File: src/rtl/scg_pkg.sv
package scg_pkg;

  // ==========================================================================
  // Register map (printed offsets are indices; byte address = 4 * index)
  localparam int          ADDR_W             = 18;
  localparam logic [15:0] IDX_PARITY_CONTROL = 16'hfe11;
  localparam logic [15:0] IDX_BLOCK_GUARD    = 16'hfe16;
  localparam logic [15:0] IDX_EXTRA_GUARD    = 16'hfe17;
  localparam logic [15:0] IDX_MODE           = 16'hfe18;
  localparam logic [15:0] IDX_STATUS         = 16'hfe19;

  // ==========================================================================
  // Reset values and write masks
  localparam logic [7:0] RST_PARITY_CONTROL = 8'h00;
  localparam logic [7:0] RST_BLOCK_GUARD    = 8'h10;
  localparam logic [7:0] RST_EXTRA_GUARD    = 8'h0c;
  localparam logic [7:0] RST_MODE           = 8'h00;
  localparam logic [7:0] MASK_PARITY_CONTROL = 8'h7f;
  localparam logic [7:0] MASK_BLOCK_GUARD    = 8'h9f;
  localparam logic [7:0] MASK_MODE           = 8'h01;

  // ==========================================================================
  // Field positions
  localparam int PC_FORCE_RX_PE   = 0;
  localparam int PC_BREAK_DET_DIS = 4;
  localparam int PC_PARITY_DIS    = 6;
  localparam int BG_EGT_MSB       = 7;
  localparam int BG_FIELD_MSB     = 4;
  localparam int MODE_T1          = 0;
  localparam int SB_BREAK         = 0;
  localparam int SB_RX_PE         = 1;
  localparam int SB_TX_BUSY       = 2;
  localparam int SB_RX_BUSY       = 3;

  // ==========================================================================
  // Timing in elementary time units
  localparam logic [8:0] EGT_MIN_T0       = 9'h00c;
  localparam logic [8:0] EGT_MIN_T1       = 9'h00b;
  localparam logic [9:0] BREAK_EXTRA_ETU  = 10'h002;
  localparam logic [3:0] RX_PARITY_BIT    = 4'h9;
  localparam logic [3:0] TX_LAST_BIT      = 4'ha;
  localparam int         ETU_CYCLES_DFLT  = 372;

  localparam logic [1:0] RESP_OKAY   = 2'b00;
  localparam logic [1:0] RESP_DECERR = 2'b11;

  typedef struct packed {
    logic [7:0] data;
    logic       parity_error;
  } scg_rx_char_type;

  typedef enum logic [1:0] {
    ST_IDLE = 2'b00,
    ST_RX   = 2'b01,
    ST_TX   = 2'b11
  } scg_state_type;

endpackage : scg_pkg

File: src/rtl/scg_guard_timing.sv
// Overview of operation
// - Force bit makes every received character parity-bad
// - Extra guard is nine bits across two registers
// - Keep extra guard between consecutive transmit starts
// - First transmit waits block guard after receive start
// - Extra guard resets 12; T0 floor 12, T1 11
// - Block guard resets 0x10, extra guard 0x0c
// - Receiver checks even parity when enabled
// - T0 break detection extends next transmit start
//
// Our own choice: the AXI4-Lite interface to the registers.
`timescale 1ns/1ps
`default_nettype none
module scg_guard_timing
  import scg_pkg::*;
#(
  parameter int ETU_CYCLES = ETU_CYCLES_DFLT,
  parameter int TX_DEPTH   = 2
) (
  input  wire logic              aclk,
  input  wire logic              aresetn,
  input  wire logic [ADDR_W-1:0] s_axil_awaddr,
  input  wire logic              s_axil_awvalid,
  output logic                   s_axil_awready,
  input  wire logic [31:0]       s_axil_wdata,
  input  wire logic [3:0]        s_axil_wstrb,
  input  wire logic              s_axil_wvalid,
  output logic                   s_axil_wready,
  output logic [1:0]             s_axil_bresp,
  output logic                   s_axil_bvalid,
  input  wire logic              s_axil_bready,
  input  wire logic [ADDR_W-1:0] s_axil_araddr,
  input  wire logic              s_axil_arvalid,
  output logic                   s_axil_arready,
  output logic [31:0]            s_axil_rdata,
  output logic [1:0]             s_axil_rresp,
  output logic                   s_axil_rvalid,
  input  wire logic              s_axil_rready,
  input  wire logic [7:0]        tx_data,
  input  wire logic              tx_valid,
  output logic                   tx_ready,
  output scg_rx_char_type        rx_char,
  output logic                   rx_valid,
  input  wire logic              io_in,
  output logic                   io_out,
  output logic                   io_oe
);
  localparam int DIV_W = $clog2(ETU_CYCLES);
  localparam logic [DIV_W-1:0] DIV_LAST = DIV_W'(ETU_CYCLES - 1);
  localparam logic [DIV_W-1:0] DIV_MID  = DIV_W'(ETU_CYCLES / 2);

  // ==========================================================================
  // Register bus
  logic [ADDR_W-1:0] aw_addr;
  logic              aw_held;
  logic [7:0]        w_byte;
  logic              w_lane;
  logic              w_held;
  logic [7:0]        parity_control;
  logic [7:0]        block_guard_time;
  logic [7:0]        extra_guard_time;
  logic [7:0]        mode;
  logic              break_seen;
  logic              last_rx_pe;
  scg_state_type     state;

  wire        do_write = aw_held & w_held & ~s_axil_bvalid;
  wire [15:0] wr_idx   = aw_addr[17:2];
  wire [15:0] rd_idx   = s_axil_araddr[17:2];
  wire        wr_en    = do_write & w_lane;
  wire        wr_pc    = wr_en & (wr_idx == IDX_PARITY_CONTROL);
  wire        wr_bg    = wr_en & (wr_idx == IDX_BLOCK_GUARD);
  wire        wr_eg    = wr_en & (wr_idx == IDX_EXTRA_GUARD);
  wire        wr_mode  = wr_en & (wr_idx == IDX_MODE);
  wire        wr_stat  = wr_en & (wr_idx == IDX_STATUS);
  wire        wr_hit   = (wr_idx == IDX_PARITY_CONTROL) | (wr_idx == IDX_BLOCK_GUARD)
                       | (wr_idx == IDX_EXTRA_GUARD) | (wr_idx == IDX_MODE)
                       | (wr_idx == IDX_STATUS);
  wire        ar_take  = s_axil_arvalid & s_axil_arready;
  wire [7:0]  status_byte = {4'h0, state == ST_RX, state == ST_TX, last_rx_pe, break_seen};
  wire        rd_pc    = rd_idx == IDX_PARITY_CONTROL;
  wire        rd_bg    = rd_idx == IDX_BLOCK_GUARD;
  wire        rd_eg    = rd_idx == IDX_EXTRA_GUARD;
  wire        rd_mode  = rd_idx == IDX_MODE;
  wire        rd_stat  = rd_idx == IDX_STATUS;
  wire        rd_hit   = rd_pc | rd_bg | rd_eg | rd_mode | rd_stat;
  wire [7:0]  rd_byte  = ({8{rd_pc}} & parity_control) | ({8{rd_bg}} & block_guard_time)
                       | ({8{rd_eg}} & extra_guard_time) | ({8{rd_mode}} & mode)
                       | ({8{rd_stat}} & status_byte);

  always_ff @(posedge aclk) begin
    if (!aresetn) begin
      aw_held        <= 1'b0;
      aw_addr        <= '0;
      s_axil_awready <= 1'b0;
    end else if (s_axil_awvalid & s_axil_awready) begin
      aw_held        <= 1'b1;
      aw_addr        <= s_axil_awaddr;
      s_axil_awready <= 1'b0;
    end else begin
      if (do_write) aw_held <= 1'b0;
      s_axil_awready <= ~aw_held & ~s_axil_bvalid;
    end
  end

  always_ff @(posedge aclk) begin
    if (!aresetn) begin
      w_held        <= 1'b0;
      w_byte        <= '0;
      w_lane        <= 1'b0;
      s_axil_wready <= 1'b0;
    end else if (s_axil_wvalid & s_axil_wready) begin
      w_held        <= 1'b1;
      w_byte        <= s_axil_wdata[7:0];
      w_lane        <= s_axil_wstrb[0];
      s_axil_wready <= 1'b0;
    end else begin
      if (do_write) w_held <= 1'b0;
      s_axil_wready <= ~w_held & ~s_axil_bvalid;
    end
  end

  always_ff @(posedge aclk) begin
    if (!aresetn) begin
      s_axil_bvalid <= 1'b0;
      s_axil_bresp  <= RESP_OKAY;
    end else if (do_write) begin
      s_axil_bvalid <= 1'b1;
      s_axil_bresp  <= wr_hit ? RESP_OKAY : RESP_DECERR;
    end else if (s_axil_bready) begin
      s_axil_bvalid <= 1'b0;
    end
  end

  always_ff @(posedge aclk) begin
    if (!aresetn) begin
      s_axil_arready <= 1'b0;
      s_axil_rvalid  <= 1'b0;
      s_axil_rdata   <= '0;
      s_axil_rresp   <= RESP_OKAY;
    end else if (ar_take) begin
      s_axil_arready <= 1'b0;
      s_axil_rvalid  <= 1'b1;
      s_axil_rdata   <= {24'h000000, rd_byte};
      s_axil_rresp   <= rd_hit ? RESP_OKAY : RESP_DECERR;
    end else begin
      if (s_axil_rready) s_axil_rvalid <= 1'b0;
      s_axil_arready <= ~s_axil_rvalid;
    end
  end

  // Reserved bits are masked at write time so they always read zero
  always_ff @(posedge aclk) begin
    if (!aresetn) begin
      parity_control   <= RST_PARITY_CONTROL;
      block_guard_time <= RST_BLOCK_GUARD;
      extra_guard_time <= RST_EXTRA_GUARD;
      mode             <= RST_MODE;
    end else begin
      if (wr_pc)   parity_control   <= w_byte & MASK_PARITY_CONTROL;
      if (wr_bg)   block_guard_time <= w_byte & MASK_BLOCK_GUARD;
      if (wr_eg)   extra_guard_time <= w_byte;
      if (wr_mode) mode             <= w_byte & MASK_MODE;
    end
  end

  // ==========================================================================
  // Line sampling and unit divider
  logic             io_sync1;
  logic             io_sync2;
  logic             io_prev;
  logic [DIV_W-1:0] etu_div;
  logic             tx_start;

  wire line     = io_sync2;
  wire rx_start = (state == ST_IDLE) & io_prev & ~line;
  wire etu_tick = etu_div == DIV_LAST;
  wire etu_mid  = etu_div == DIV_MID;

  always_ff @(posedge aclk) begin
    if (!aresetn) begin
      io_sync1 <= 1'b1;
      io_sync2 <= 1'b1;
      io_prev  <= 1'b1;
    end else begin
      io_sync1 <= io_in;
      io_sync2 <= io_sync1;
      io_prev  <= io_sync2;
    end
  end

  // Divider realigns on every start bit so unit edges track the character
  always_ff @(posedge aclk) begin
    if (!aresetn || rx_start || tx_start || etu_tick) begin
      etu_div <= '0;
    end else begin
      etu_div <= etu_div + 1'b1;
    end
  end

  // ==========================================================================
  // Guard timers
  logic [9:0] egt_cnt;
  logic [9:0] bgt_cnt;
  logic       rx_since_tx;
  logic       break_pending;

  wire        t1        = mode[MODE_T1];
  wire [8:0]  egt_value = {block_guard_time[BG_EGT_MSB], extra_guard_time};
  wire [8:0]  egt_floor = t1 ? EGT_MIN_T1 : EGT_MIN_T0;
  wire [8:0]  egt_eff   = (egt_value < egt_floor) ? egt_floor : egt_value;
  wire [9:0]  egt_need  = {1'b0, egt_eff} + (break_pending ? BREAK_EXTRA_ETU : 10'h000);
  wire [9:0]  bgt_need  = {5'h00, block_guard_time[BG_FIELD_MSB:0]};
  wire        guard_ok  = rx_since_tx ? (bgt_cnt >= bgt_need)
                                      : (egt_cnt >= egt_need);
  wire        fifo_valid;
  wire [7:0]  fifo_data;

  assign tx_start = (state == ST_IDLE) & ~rx_start & fifo_valid & guard_ok;

  always_ff @(posedge aclk) begin
    if (!aresetn) begin
      egt_cnt <= '1;
      bgt_cnt <= '1;
    end else begin
      if (tx_start)                     egt_cnt <= '0;
      else if (etu_tick && ~&egt_cnt)   egt_cnt <= egt_cnt + 1'b1;
      if (rx_start)                     bgt_cnt <= '0;
      else if (etu_tick && ~&bgt_cnt)   bgt_cnt <= bgt_cnt + 1'b1;
    end
  end

  always_ff @(posedge aclk) begin
    if (!aresetn) begin
      rx_since_tx <= 1'b0;
    end else if (rx_start) begin
      rx_since_tx <= 1'b1;
    end else if (tx_start) begin
      rx_since_tx <= 1'b0;
    end
  end

  scg_fifo #(
    .WIDTH (8),
    .DEPTH (TX_DEPTH)
  ) u_tx_buffer (
    .aclk      (aclk),
    .aresetn   (aresetn),
    .in_data   (tx_data),
    .in_valid  (tx_valid),
    .in_ready  (tx_ready),
    .out_data  (fifo_data),
    .out_valid (fifo_valid),
    .out_ready (tx_start)
  );

  // ==========================================================================
  // Character engine
  logic [3:0] bit_idx;
  logic [9:0] tx_frame;
  logic [7:0] rx_shift;

  wire brk_sample = (state == ST_TX) & etu_mid & (bit_idx == TX_LAST_BIT);
  wire brk_hit    = brk_sample & ~t1 & ~parity_control[PC_BREAK_DET_DIS] & ~line;
  wire rx_bit     = (state == ST_RX) & etu_mid;
  wire rx_false   = rx_bit & (bit_idx == 4'h0) & line;
  wire rx_done    = rx_bit & (bit_idx == RX_PARITY_BIT);
  wire rx_odd     = ^{rx_shift, line};
  wire rx_pe      = (~parity_control[PC_PARITY_DIS] & rx_odd)
                  | parity_control[PC_FORCE_RX_PE];
  wire clr_break  = wr_stat & w_byte[SB_BREAK];

  always_ff @(posedge aclk) begin
    if (!aresetn) begin
      state <= ST_IDLE;
    end else begin
      case (state)
        ST_IDLE: begin
          if (rx_start)      state <= ST_RX;
          else if (tx_start) state <= ST_TX;
        end
        ST_RX: begin
          if (rx_false || rx_done) state <= ST_IDLE;
        end
        ST_TX: begin
          if (etu_tick && bit_idx == TX_LAST_BIT) state <= ST_IDLE;
        end
        default: state <= ST_IDLE;
      endcase
    end
  end

  always_ff @(posedge aclk) begin
    if (!aresetn || rx_start || tx_start) begin
      bit_idx <= '0;
    end else if (etu_tick && state != ST_IDLE) begin
      bit_idx <= bit_idx + 1'b1;
    end
  end

  // Open-drain line: only zeros are driven, ones are released
  always_ff @(posedge aclk) begin
    if (!aresetn) begin
      tx_frame <= '1;
      io_oe    <= 1'b0;
      io_out   <= 1'b0;
    end else if (tx_start) begin
      tx_frame <= {^fifo_data, fifo_data, 1'b0};
      io_oe    <= 1'b1;
    end else if (state == ST_TX && etu_tick) begin
      tx_frame <= {1'b1, tx_frame[9:1]};
      io_oe    <= ~tx_frame[1];
    end
  end

  always_ff @(posedge aclk) begin
    if (!aresetn) begin
      rx_shift <= '0;
      rx_valid <= 1'b0;
      rx_char  <= '0;
    end else begin
      rx_valid <= rx_done;
      if (rx_bit && bit_idx != 4'h0 && bit_idx != RX_PARITY_BIT) begin
        rx_shift <= {line, rx_shift[7:1]};
      end
      if (rx_done) begin
        rx_char <= '{data: rx_shift, parity_error: rx_pe};
      end
    end
  end

  // Set wins over a simultaneous software clear
  always_ff @(posedge aclk) begin
    if (!aresetn) begin
      break_seen    <= 1'b0;
      break_pending <= 1'b0;
      last_rx_pe    <= 1'b0;
    end else begin
      break_seen <= brk_hit | (break_seen & ~clr_break);
      if (brk_sample) break_pending <= brk_hit;
      if (rx_done)    last_rx_pe    <= rx_pe;
    end
  end

endmodule : scg_guard_timing
`default_nettype wire

File: src/rtl/scg_fifo.sv
`timescale 1ns/1ps
`default_nettype none
module scg_fifo #(
  parameter int WIDTH = 8,
  parameter int DEPTH = 2
) (
  input  wire logic             aclk,
  input  wire logic             aresetn,
  input  wire logic [WIDTH-1:0] in_data,
  input  wire logic             in_valid,
  output logic                  in_ready,
  output logic [WIDTH-1:0]      out_data,
  output logic                  out_valid,
  input  wire logic             out_ready
);
  localparam int PW = (DEPTH > 1) ? $clog2(DEPTH) : 1;
  localparam int CW = $clog2(DEPTH + 1);

  logic [WIDTH-1:0] mem [DEPTH];
  logic [PW-1:0]    wr_ptr;
  logic [PW-1:0]    rd_ptr;
  logic [CW-1:0]    count;
  wire              push = in_valid & in_ready;
  wire              pop  = out_valid & out_ready;
  wire [CW-1:0]     next_count = count + CW'(push) - CW'(pop);
  wire [PW-1:0]     wr_inc = (wr_ptr == PW'(DEPTH - 1)) ? '0 : wr_ptr + 1'b1;
  wire [PW-1:0]     rd_inc = (rd_ptr == PW'(DEPTH - 1)) ? '0 : rd_ptr + 1'b1;

  assign out_data = mem[rd_ptr];

  always_ff @(posedge aclk) begin
    if (push) begin
      mem[wr_ptr] <= in_data;
    end
  end

  always_ff @(posedge aclk) begin
    if (!aresetn) begin
      wr_ptr    <= '0;
      rd_ptr    <= '0;
      count     <= '0;
      in_ready  <= 1'b0;
      out_valid <= 1'b0;
    end else begin
      if (push) wr_ptr <= wr_inc;
      if (pop)  rd_ptr <= rd_inc;
      count     <= next_count;
      in_ready  <= next_count != CW'(DEPTH);
      out_valid <= next_count != '0;
    end
  end
endmodule : scg_fifo
`default_nettype wire

File: config.mk
export PLATFORM = sky130hd
export DESIGN_NAME = scg_guard_timing
export DESIGN_NICKNAME = d
export VERILOG_FILES = /design/src/rtl/scg_pkg.sv /design/src/rtl/scg_guard_timing.sv /design/src/rtl/scg_fifo.sv
export SDC_FILE = /design/constraint.sdc
export NUM_CORES = 1
export LEC_CHECK = 0
export BUFFER_PORTS_ARGS = -buffer_cell sky130_fd_sc_hd__buf_2
export CORE_AREA = 2 2 119 121
export CTS_CLUSTER_SIZE = 16
export DETAILED_ROUTE_END_ITERATION = 6
export DIE_AREA = 0 0 121 123
export PLACE_DENSITY_LB_ADDON = 0.25
export SETUP_SLACK_MARGIN = 0.5
export SYNTH_ARGS = -nofsm -noshare
export SYNTH_HDL_FRONTEND = slang
export SYNTH_SLANG_ARGS = --single-unit
File: constraint.sdc
create_clock -name aclk -period 6.9 [get_ports aclk]
set_clock_uncertainty 0.15 [all_clocks]
set_input_delay 1.035 -clock aclk [delete_from_list [all_inputs] [get_ports aclk]]
set_output_delay 1.035 -clock aclk [all_outputs]
set_load 0.005 [all_outputs]
### Word level (Yosys, flattened, before mapping)

Memories as Yosys holds them, arrays and structs flattened. A register that Yosys moved wholly into a read port is not among the register bits.
Cells that the tools add are included.

| cells by class | value |
|---|---|
| bitwise logic cells | 63 |
| reductions and logical operators | 35 |
| mux-type cells | 34 |
| equality and inequality tests | 21 |
| magnitude comparators | 3 |
| add/subtract/negate cells | 9 |

Operator list:

| operator | count |
|---|---|
| equality test 16 bit, second input constant | 10 |
| 2-to-1 mux 10 bit | 6 |
| bitwise AND 1 bit | 32 |
| OR 8 bit | 4 |
| adder 10 x 1 -> 10 bit, second input constant | 2 |
| AND reduction 10 bit | 2 |
| nonzero test 2 bit | 10 |
| 2-to-1 mux 1 bit | 18 |
| bitwise AND 8 bit | 2 |
| 2-to-1 mux 2 bit | 7 |
| inverter 1 bit | 12 |
| adder 9 x 2 -> 10 bit | 1 |
| >= comparator 10 bit | 1 |
| >= comparator 10 x 5 -> 1 bit | 1 |
| OR 1 bit | 10 |
| adder 9 x 1 -> 9 bit, second input constant | 1 |
| equality test 9 x 8 -> 1 bit, second input constant | 1 |
| equality test 9 bit, second input constant | 1 |
| less-than comparator 9 x 4 -> 1 bit | 1 |
| 2-to-1 mux 9 bit | 1 |
| XOR reduction 9 bit | 1 |
| bitwise AND 8 x 1 -> 8 bit | 1 |
| bitwise AND 8 x 4 -> 8 bit | 1 |
| bitwise AND 8 x 7 -> 8 bit | 1 |
| 22 further kinds | 38 |

| storage, ports and cells | value |
|---|---|
| output and inout port bits | 54 |
| memory bits (writable) | 16 |
| bits of input ports | 89 |
| memories kept | 1 |
| register bits after elaboration | 144 |

Memory list:

| name | words | width | read ports | clocked after memory_dff | wr ports | RTL line | text |
|---|---|---|---|---|---|---|---|
| u_tx_buffer.mem | 2 | 8 | 1 | 1 | 1 | scg_fifo.sv:19 | `logic [WIDTH-1:0] mem [DEPTH];` |

### Depth between registers and ports, before layout

| depth | value |
|---|---|
| depth after elaboration | 10 |
| depth in mapped cells | 28 |

### Cells and area by module

Synthesis repeated with hierarchy kept, for this count alone.

| unflattened totals | value |
|---|---|
| cell total of the unflattened synthesis | 792 |
| area, all modules | 7469.7 sq um |

Modules (own cells, without submodules):

| module | area an instance (sq um) | times used | cells an instance |
|---|---|---|---|
| scg_guard_timing | 6596.3 | 1 | 739 |
| scg_fifo | 873.3 | 1 | 53 |

### Worst setup path after synthesis

No wires, ideal clock.

| path | value |
|---|---|
| path type | register -> register |
| start point | register mode[0] |
| end point | register u_tx_buffer.out_valid |
| cell stages (with the launch flop) | 28 |
| required time | 6.627 ns |
| path buffers | 2 |
| library setup time | 0.123 ns |
| slack | 1.812 ns |
| arrival time | 4.814 ns |
| clock period less this slack | 5.088 ns |
| cell sequence | dfxtp_1 clkbuf_1 inv_1 ha_1 nand2_1 o21ai_0 and2_1 nor2_1 mux2_2 ha_1 ha_1 and3_1 xnor2_1 ha_1 a211oi_1 nand2_1 a41oi_1 o21ai_0 nand2_1 inv_2 buf_2 ha_1 inv_1 ha_1 xor2_1 xnor2_1 nor2_1 or2_2 |

| between the ends | value |
|---|---|
| word-level cells in the longest chain between the ends | 10 |

Ends and longest elaborated chain:

| what | RTL line | text |
|---|---|---|
| from (decl) | scg_guard_timing.sv:62 | `logic [7:0] mode;` |
| from (signal assigned) | scg_guard_timing.sv:163 | `if (wr_mode) mode <= w_byte & MASK_MODE;` |
| 2-to-1 mux 3 bit * | scg_guard_timing.sv:210 | `wire [8:0] egt_floor = t1 ? EGT_MIN_T1 : EGT_MIN_T0;` |
| less-than comparator 9 x 4 -> 1 bit | scg_guard_timing.sv:211 | `wire [8:0] egt_eff = (egt_value < egt_floor) ? egt_floor : egt_value;` |
| 2-to-1 mux 9 bit * | scg_guard_timing.sv:211 |  |
| adder 9 x 2 -> 10 bit * | scg_guard_timing.sv:212 | `wire [9:0] egt_need = {1'b0, egt_eff} + (break_pending ? BREAK_EXTRA_ETU : 10'h000);` |
| >= comparator 10 bit * | scg_guard_timing.sv:215 | `: (egt_cnt >= egt_need);` |
| 2-to-1 mux 1 bit * | scg_guard_timing.sv:214 | `wire guard_ok = rx_since_tx ? (bgt_cnt >= bgt_need)` |
| bitwise AND 1 bit * | scg_guard_timing.sv:219 | `assign tx_start = (state == ST_IDLE) & ~rx_start & fifo_valid & guard_ok;` |
| bitwise AND 1 bit * | scg_fifo.sv:24 | `wire pop = out_valid & out_ready;` |
| named net u_tx_buffer.pop | scg_fifo.sv:24 |  |
| subtractor 2 x 1 -> 2 bit * | scg_fifo.sv:25 | `wire [CW-1:0] next_count = count + CW'(push) - CW'(pop);` |
| nonzero test 2 bit * | scg_fifo.sv:49 | `out_valid <= next_count != '0;` |
| to (signal assigned) | scg_fifo.sv:43 | `out_valid <= 1'b0;` |
| to (signal assigned) | scg_fifo.sv:49 |  |
| to (decl) | scg_fifo.sv:13 | `output logic out_valid,` |

Mark *: on every way through the listed nets, which the timed path passes. The rest lies on a longest branch.
A chain may end at the register's enable or synchronous reset.

### Worst setup path after layout

| path | value |
|---|---|
| start point | register mode[0] |
| end point | register u_tx_buffer.out_valid |

| between the ends | value |
|---|---|
| word-level cells in the longest chain between the ends | 10 |

Ends and longest elaborated chain:

| what | RTL line |
|---|---|
| 2-to-1 mux 3 bit * | scg_guard_timing.sv:210 |
| less-than comparator 9 x 4 -> 1 bit | scg_guard_timing.sv:211 |
| 2-to-1 mux 9 bit * | scg_guard_timing.sv:211 |
| adder 9 x 2 -> 10 bit * | scg_guard_timing.sv:212 |
| >= comparator 10 bit * | scg_guard_timing.sv:215 |
| 2-to-1 mux 1 bit * | scg_guard_timing.sv:214 |
| bitwise AND 1 bit * | scg_guard_timing.sv:219 |
| bitwise AND 1 bit * | scg_fifo.sv:24 |
| subtractor 2 x 1 -> 2 bit * | scg_fifo.sv:25 |
| nonzero test 2 bit * | scg_fifo.sv:49 |

Every way passes the cells marked *; elsewhere a longest branch is shown, timed or not.

==> summary.md <==
| Metric | Value |
|---|---|
| Delay-heaviest family, CP | `adder cells` |
| DP HPWL | `roughly 11 mm` |
| CTS tree | `built` |
| CP startpoint | `mode[0]$_SDFFE_PN0P_` |
| # DRC | `0` |
| DRT Wirelength | `15.7 mm` |
| Die height | `around 120 um` |
| Top_reg_cell synth | `dfxtp_1` |
| Reg-to-Reg End | `u_tx_buffer.out_valid$_SDFF_PN0_` |
| Clock power frac | `a little under two fifths` |
| Leakage power | `3.43 nW` |
| Gates resized, CTS repair | `0` |
| CP max stage delay | `0.55 ns` |
| Fin. Hold Viols | `0` |
| Sw frac | `around 29%` |
| Ys Warns | `0` |
| Register area | `3280 um^2` |
| Endpoints failing setup | `0` |
| CP Max Fanout | `32` |
| Peak VDD IR | `about 0.00026 V` |
| Max Fclk | `around 170 MHz` |
| Final ANT Viol Nets | `0` |
| Psw | `around 740 uW` |
| Largest net degree at the start of global routing | `55` |
| Multi-input logic area | `~3700 um^2` |
| Pins Over Slew Limit | `0` |
| Critical Path Most Common Cell | `ha_1` |
| Final period util | `85.3%` |
| CTS Buf Count | `17` |
| Status | `completed` |
| Die ar. | `~15000 um^2` |
| CP cell instances | `ha_1 -> a21oi_1 -> o21ai_0 -> and2_1 -> nor2_1 -> mux2_2 -> ha_1 -> ha_1 -> and3_1 -> xnor2_1 -> ha_1 -> a211oi_1 -> nand2_1 -> a41oi_1 -> o21ai_0 -> nand2_1 -> inv_2 -> ha_1 -> inv_1 -> ha_1 -> xor2_1 -> xnor2_1 -> nor2_1 -> or2_2` |
| Required time of the critical path | `around 7.1 ns` |
| Final worst setup slack | `1.01 ns` |
| Post-synth EDFFs | `16` |
| TNS Setup | `0 ns` |
| H-tree lvl count | `4` |
| I/O pin cnt | `143` |
| Routed vias/inst | `5.35` |
| Std-Cell Rows | `43` |
| Sequential share of power | `between 40% and 50%` |
| Antenna violations before repair | `0` |
| Num Clock Sinks | `around 160` |
| Routed wire length per instance | `14.5 um` |
| WP buf/inv | `2` |
| Commonest non-fill, non-tap cells in the layout | `nand2_1, dfxtp_1, buf_2` |
| Synthesis-to-finish area growth | `14.3%` |
| Design internal power | `1.84 mW` |
| Kind of critical path | `flop to flop` |
| CP max stage cell | `dfxtp_1` |
| Worst min path class | `flop to flop` |
| Final min period | `5.89 ns` |
| Comb pwr share | `19.5%` |
| RSZ-0062 raised after global routing | `false` |
| Pwr/cell area | `around 310 nW/um^2` |
| Max cap viols | `0` |
| Post-synthesis cell type count | `64` |
| Syn_area_per_cell | `9.02 um^2` |
| Critical Path End | `u_tx_buffer.out_valid$_SDFF_PN0_` |
| Post-CTS Setup Inserts | `0` |
| First-pass GRT wire length | `approximately 26 mm` |
| Share of layout cells above drive strength 1 | `~16%` |
| Synth Instances | `slightly above 800` |
| Tot GR Track Use | `22.1%` |
| Synthesized area | `7300 um^2` |
| Starting density of the core | `between 50 and 60%` |
| CTS Buffer Depth | `2` |
| Crit. path cell count | `24` |
| Clk pin slew, worst setup/hold paths | `~0.06 ns` |
| Worst skew pair latency | `0.42 ns` |
| Die W | `around 120 um` |
| Seq/Total Area, Yosys | `44.9%` |
| Post-synth ARST share | `0%` |
| Core Box Area | `about 14000 um^2` |
| Initial DRT Pass Iterations | `5` |
| Nets@finish | `~1000` |
| Routed via count | `between 5000 and 6000` |
| CP arrival | `6.05 ns` |
| Worst setup SP type | `flop` |
| R2R Setup Slk | `1.01 ns` |
| Root Buffer Master | `clkbuf_16` |
| Fillers | `roughly 1200` |
| Tightest Pin Transition | `around 0.85 ns` |
| Vias in the first global route | `around 5300` |
| GPL Wtd Cong | `between 0.8 and 0.9` |
| Element type at the critical path end | `flop` |
| 1st-iter DRT viols | `308` |
| Slew margin rel. | `between 40% and 50%` |
| Reg2reg start | `mode[0]$_SDFFE_PN0P_` |
| GRT overflow | `0` |
| Flops & latches, synth | `around 160` |
| Most common cell after layout, fill and taps aside | `nand2_1` |
| R2R cell count | `24` |
| Placement Setup Slack | `between 1 and 1.5 ns` |
| CTS Hold Bufs | `0` |
| N_diodes | `0` |
| Port Buffer Count | `between 80 and 90` |
-- cells in the mapped netlist (all sizes together), types with 10 or more instances --
| cell type | instances | area, um^2 |
|---|---|---|
| mux2i | 29 | 290 |
| nor2 | 52 | 198 |
| a21oi | 70 | 354 |
| inv | 23 | 86.3 |
| nand4 | 13 | 87.6 |
| o21ai | 40 | 200 |
| dfxtp | 140 | 2800 |
| buf | 35 | 246 |
| clkbuf | 23 | 86.3 |
| edfxtp | 16 | 480 |
| nand3 | 18 | 95.1 |
| nor3 | 19 | 105 |
| nand2 | 142 | 533 |
| xor2 | 30 | 263 |
| ha | 29 | 363 |
| xnor2 | 17 | 149 |
| nand2b | 10 | 62.6 |
| mux2 | 10 | 113 |
| nor4 | 12 | 75.1 |
-- cell families after synthesis --
family | Yosys count | synth area share, %
AOI/OAI and AO/OA | 144 | 11.8
xor gates and xnor gates | 49 | 6.29
buffers and inverters | 81 | 5.74
other | 1 | 0.0513
DFF | 156 | 44.9
and+or+nand+nor | 311 | 20.7
muxes | 39 | 5.52
adders and majority gates | 29 | 4.97
-- registers in the layout, indices dropped and copies added, names as in the netlist, 4 cells and up, named ones only --
name and count:
aw_addr 16, u_tx_buffer.mem 16, bgt_cnt 10, egt_cnt 10, etu_div 9, tx_frame 9, extra_guard_time 8, rx_char 8
rx_shift 8, s_axil_rdata 8, w_byte 8, parity_control 7, block_guard_time 6, bit_idx 4
-- power by group through the flow --
stage / Clock, mW / Combinational (mW) / Sequential [mW]
finish: 0.959 / 0.504 / 1.12
global route: 1.02 / 0.565 / 1.13
CTS: 0.974 / 0.506 / 1.12
detailed placement: 0 / 0.501 / 1.13
global placement: 0 / 0.488 / 1.13
floorplan: 0 / 0.416 / 1.10
-- per-layer routing --
| metal | up-vias | routed length (um) | GRT usage (%) | part of all wire (%) |
|---|---|---|---|---|
| met5 | - | 0 | 0 | 0 |
| met4 | 0 | 199 | 6.76 | 1.3 |
| met2 | 127 | 7380 | 35.4 | 47 |
| li1 | 2928 | - | - | - |
| met1 | 2688 | 7340 | 29.2 | 47 |
| met3 | 15 | 735 | 6.09 | 4.7 |
-- stage by stage --
step	instances	power, mW	util [%]	area (um^2)	hold slack, ns
3_3_place_gp	1045	1.62	56.9	7740	0.255
6_report	1077	2.58	61.3	8350	0.269
4_1_cts	1077	2.60	61.3	8350	0.270
3_5_place_dp	1045	1.63	56.9	7740	0.252
5_1_grt	1077	2.72	61.3	8350	0.301
2_1_floorplan	834	1.52	-	7390	0.236
-- layout make-up --
class / instances / area share, %
sequential: 156 / 39.3
clock inverter: 13 / 1.95
inverter: 23 / 1.03
tap: 180 / 2.70
timing repair buffer: 89 / 5.43
clock buffer: 19 / 5.31
multi-input combinational: 597 / 44.2
-- worst min path at each step --
stage / endpoint / start / cells past startpoint
after global placement: io_sync2$_SDFF_PN1_ / io_sync1$_SDFF_PN1_ / 1
after floorplan: io_sync2$_SDFF_PN1_ / io_sync1$_SDFF_PN1_ / 1
after CTS: io_sync2$_SDFF_PN1_ / io_sync1$_SDFF_PN1_ / 1
final: io_sync2$_SDFF_PN1_ / io_sync1$_SDFF_PN1_ / 1
after detailed placement: io_sync2$_SDFF_PN1_ / io_sync1$_SDFF_PN1_ / 1
after global routing: io_sync2$_SDFF_PN1_ / io_sync1$_SDFF_PN1_ / 1
No activity file was read; power rests on OpenSTA's default activity.
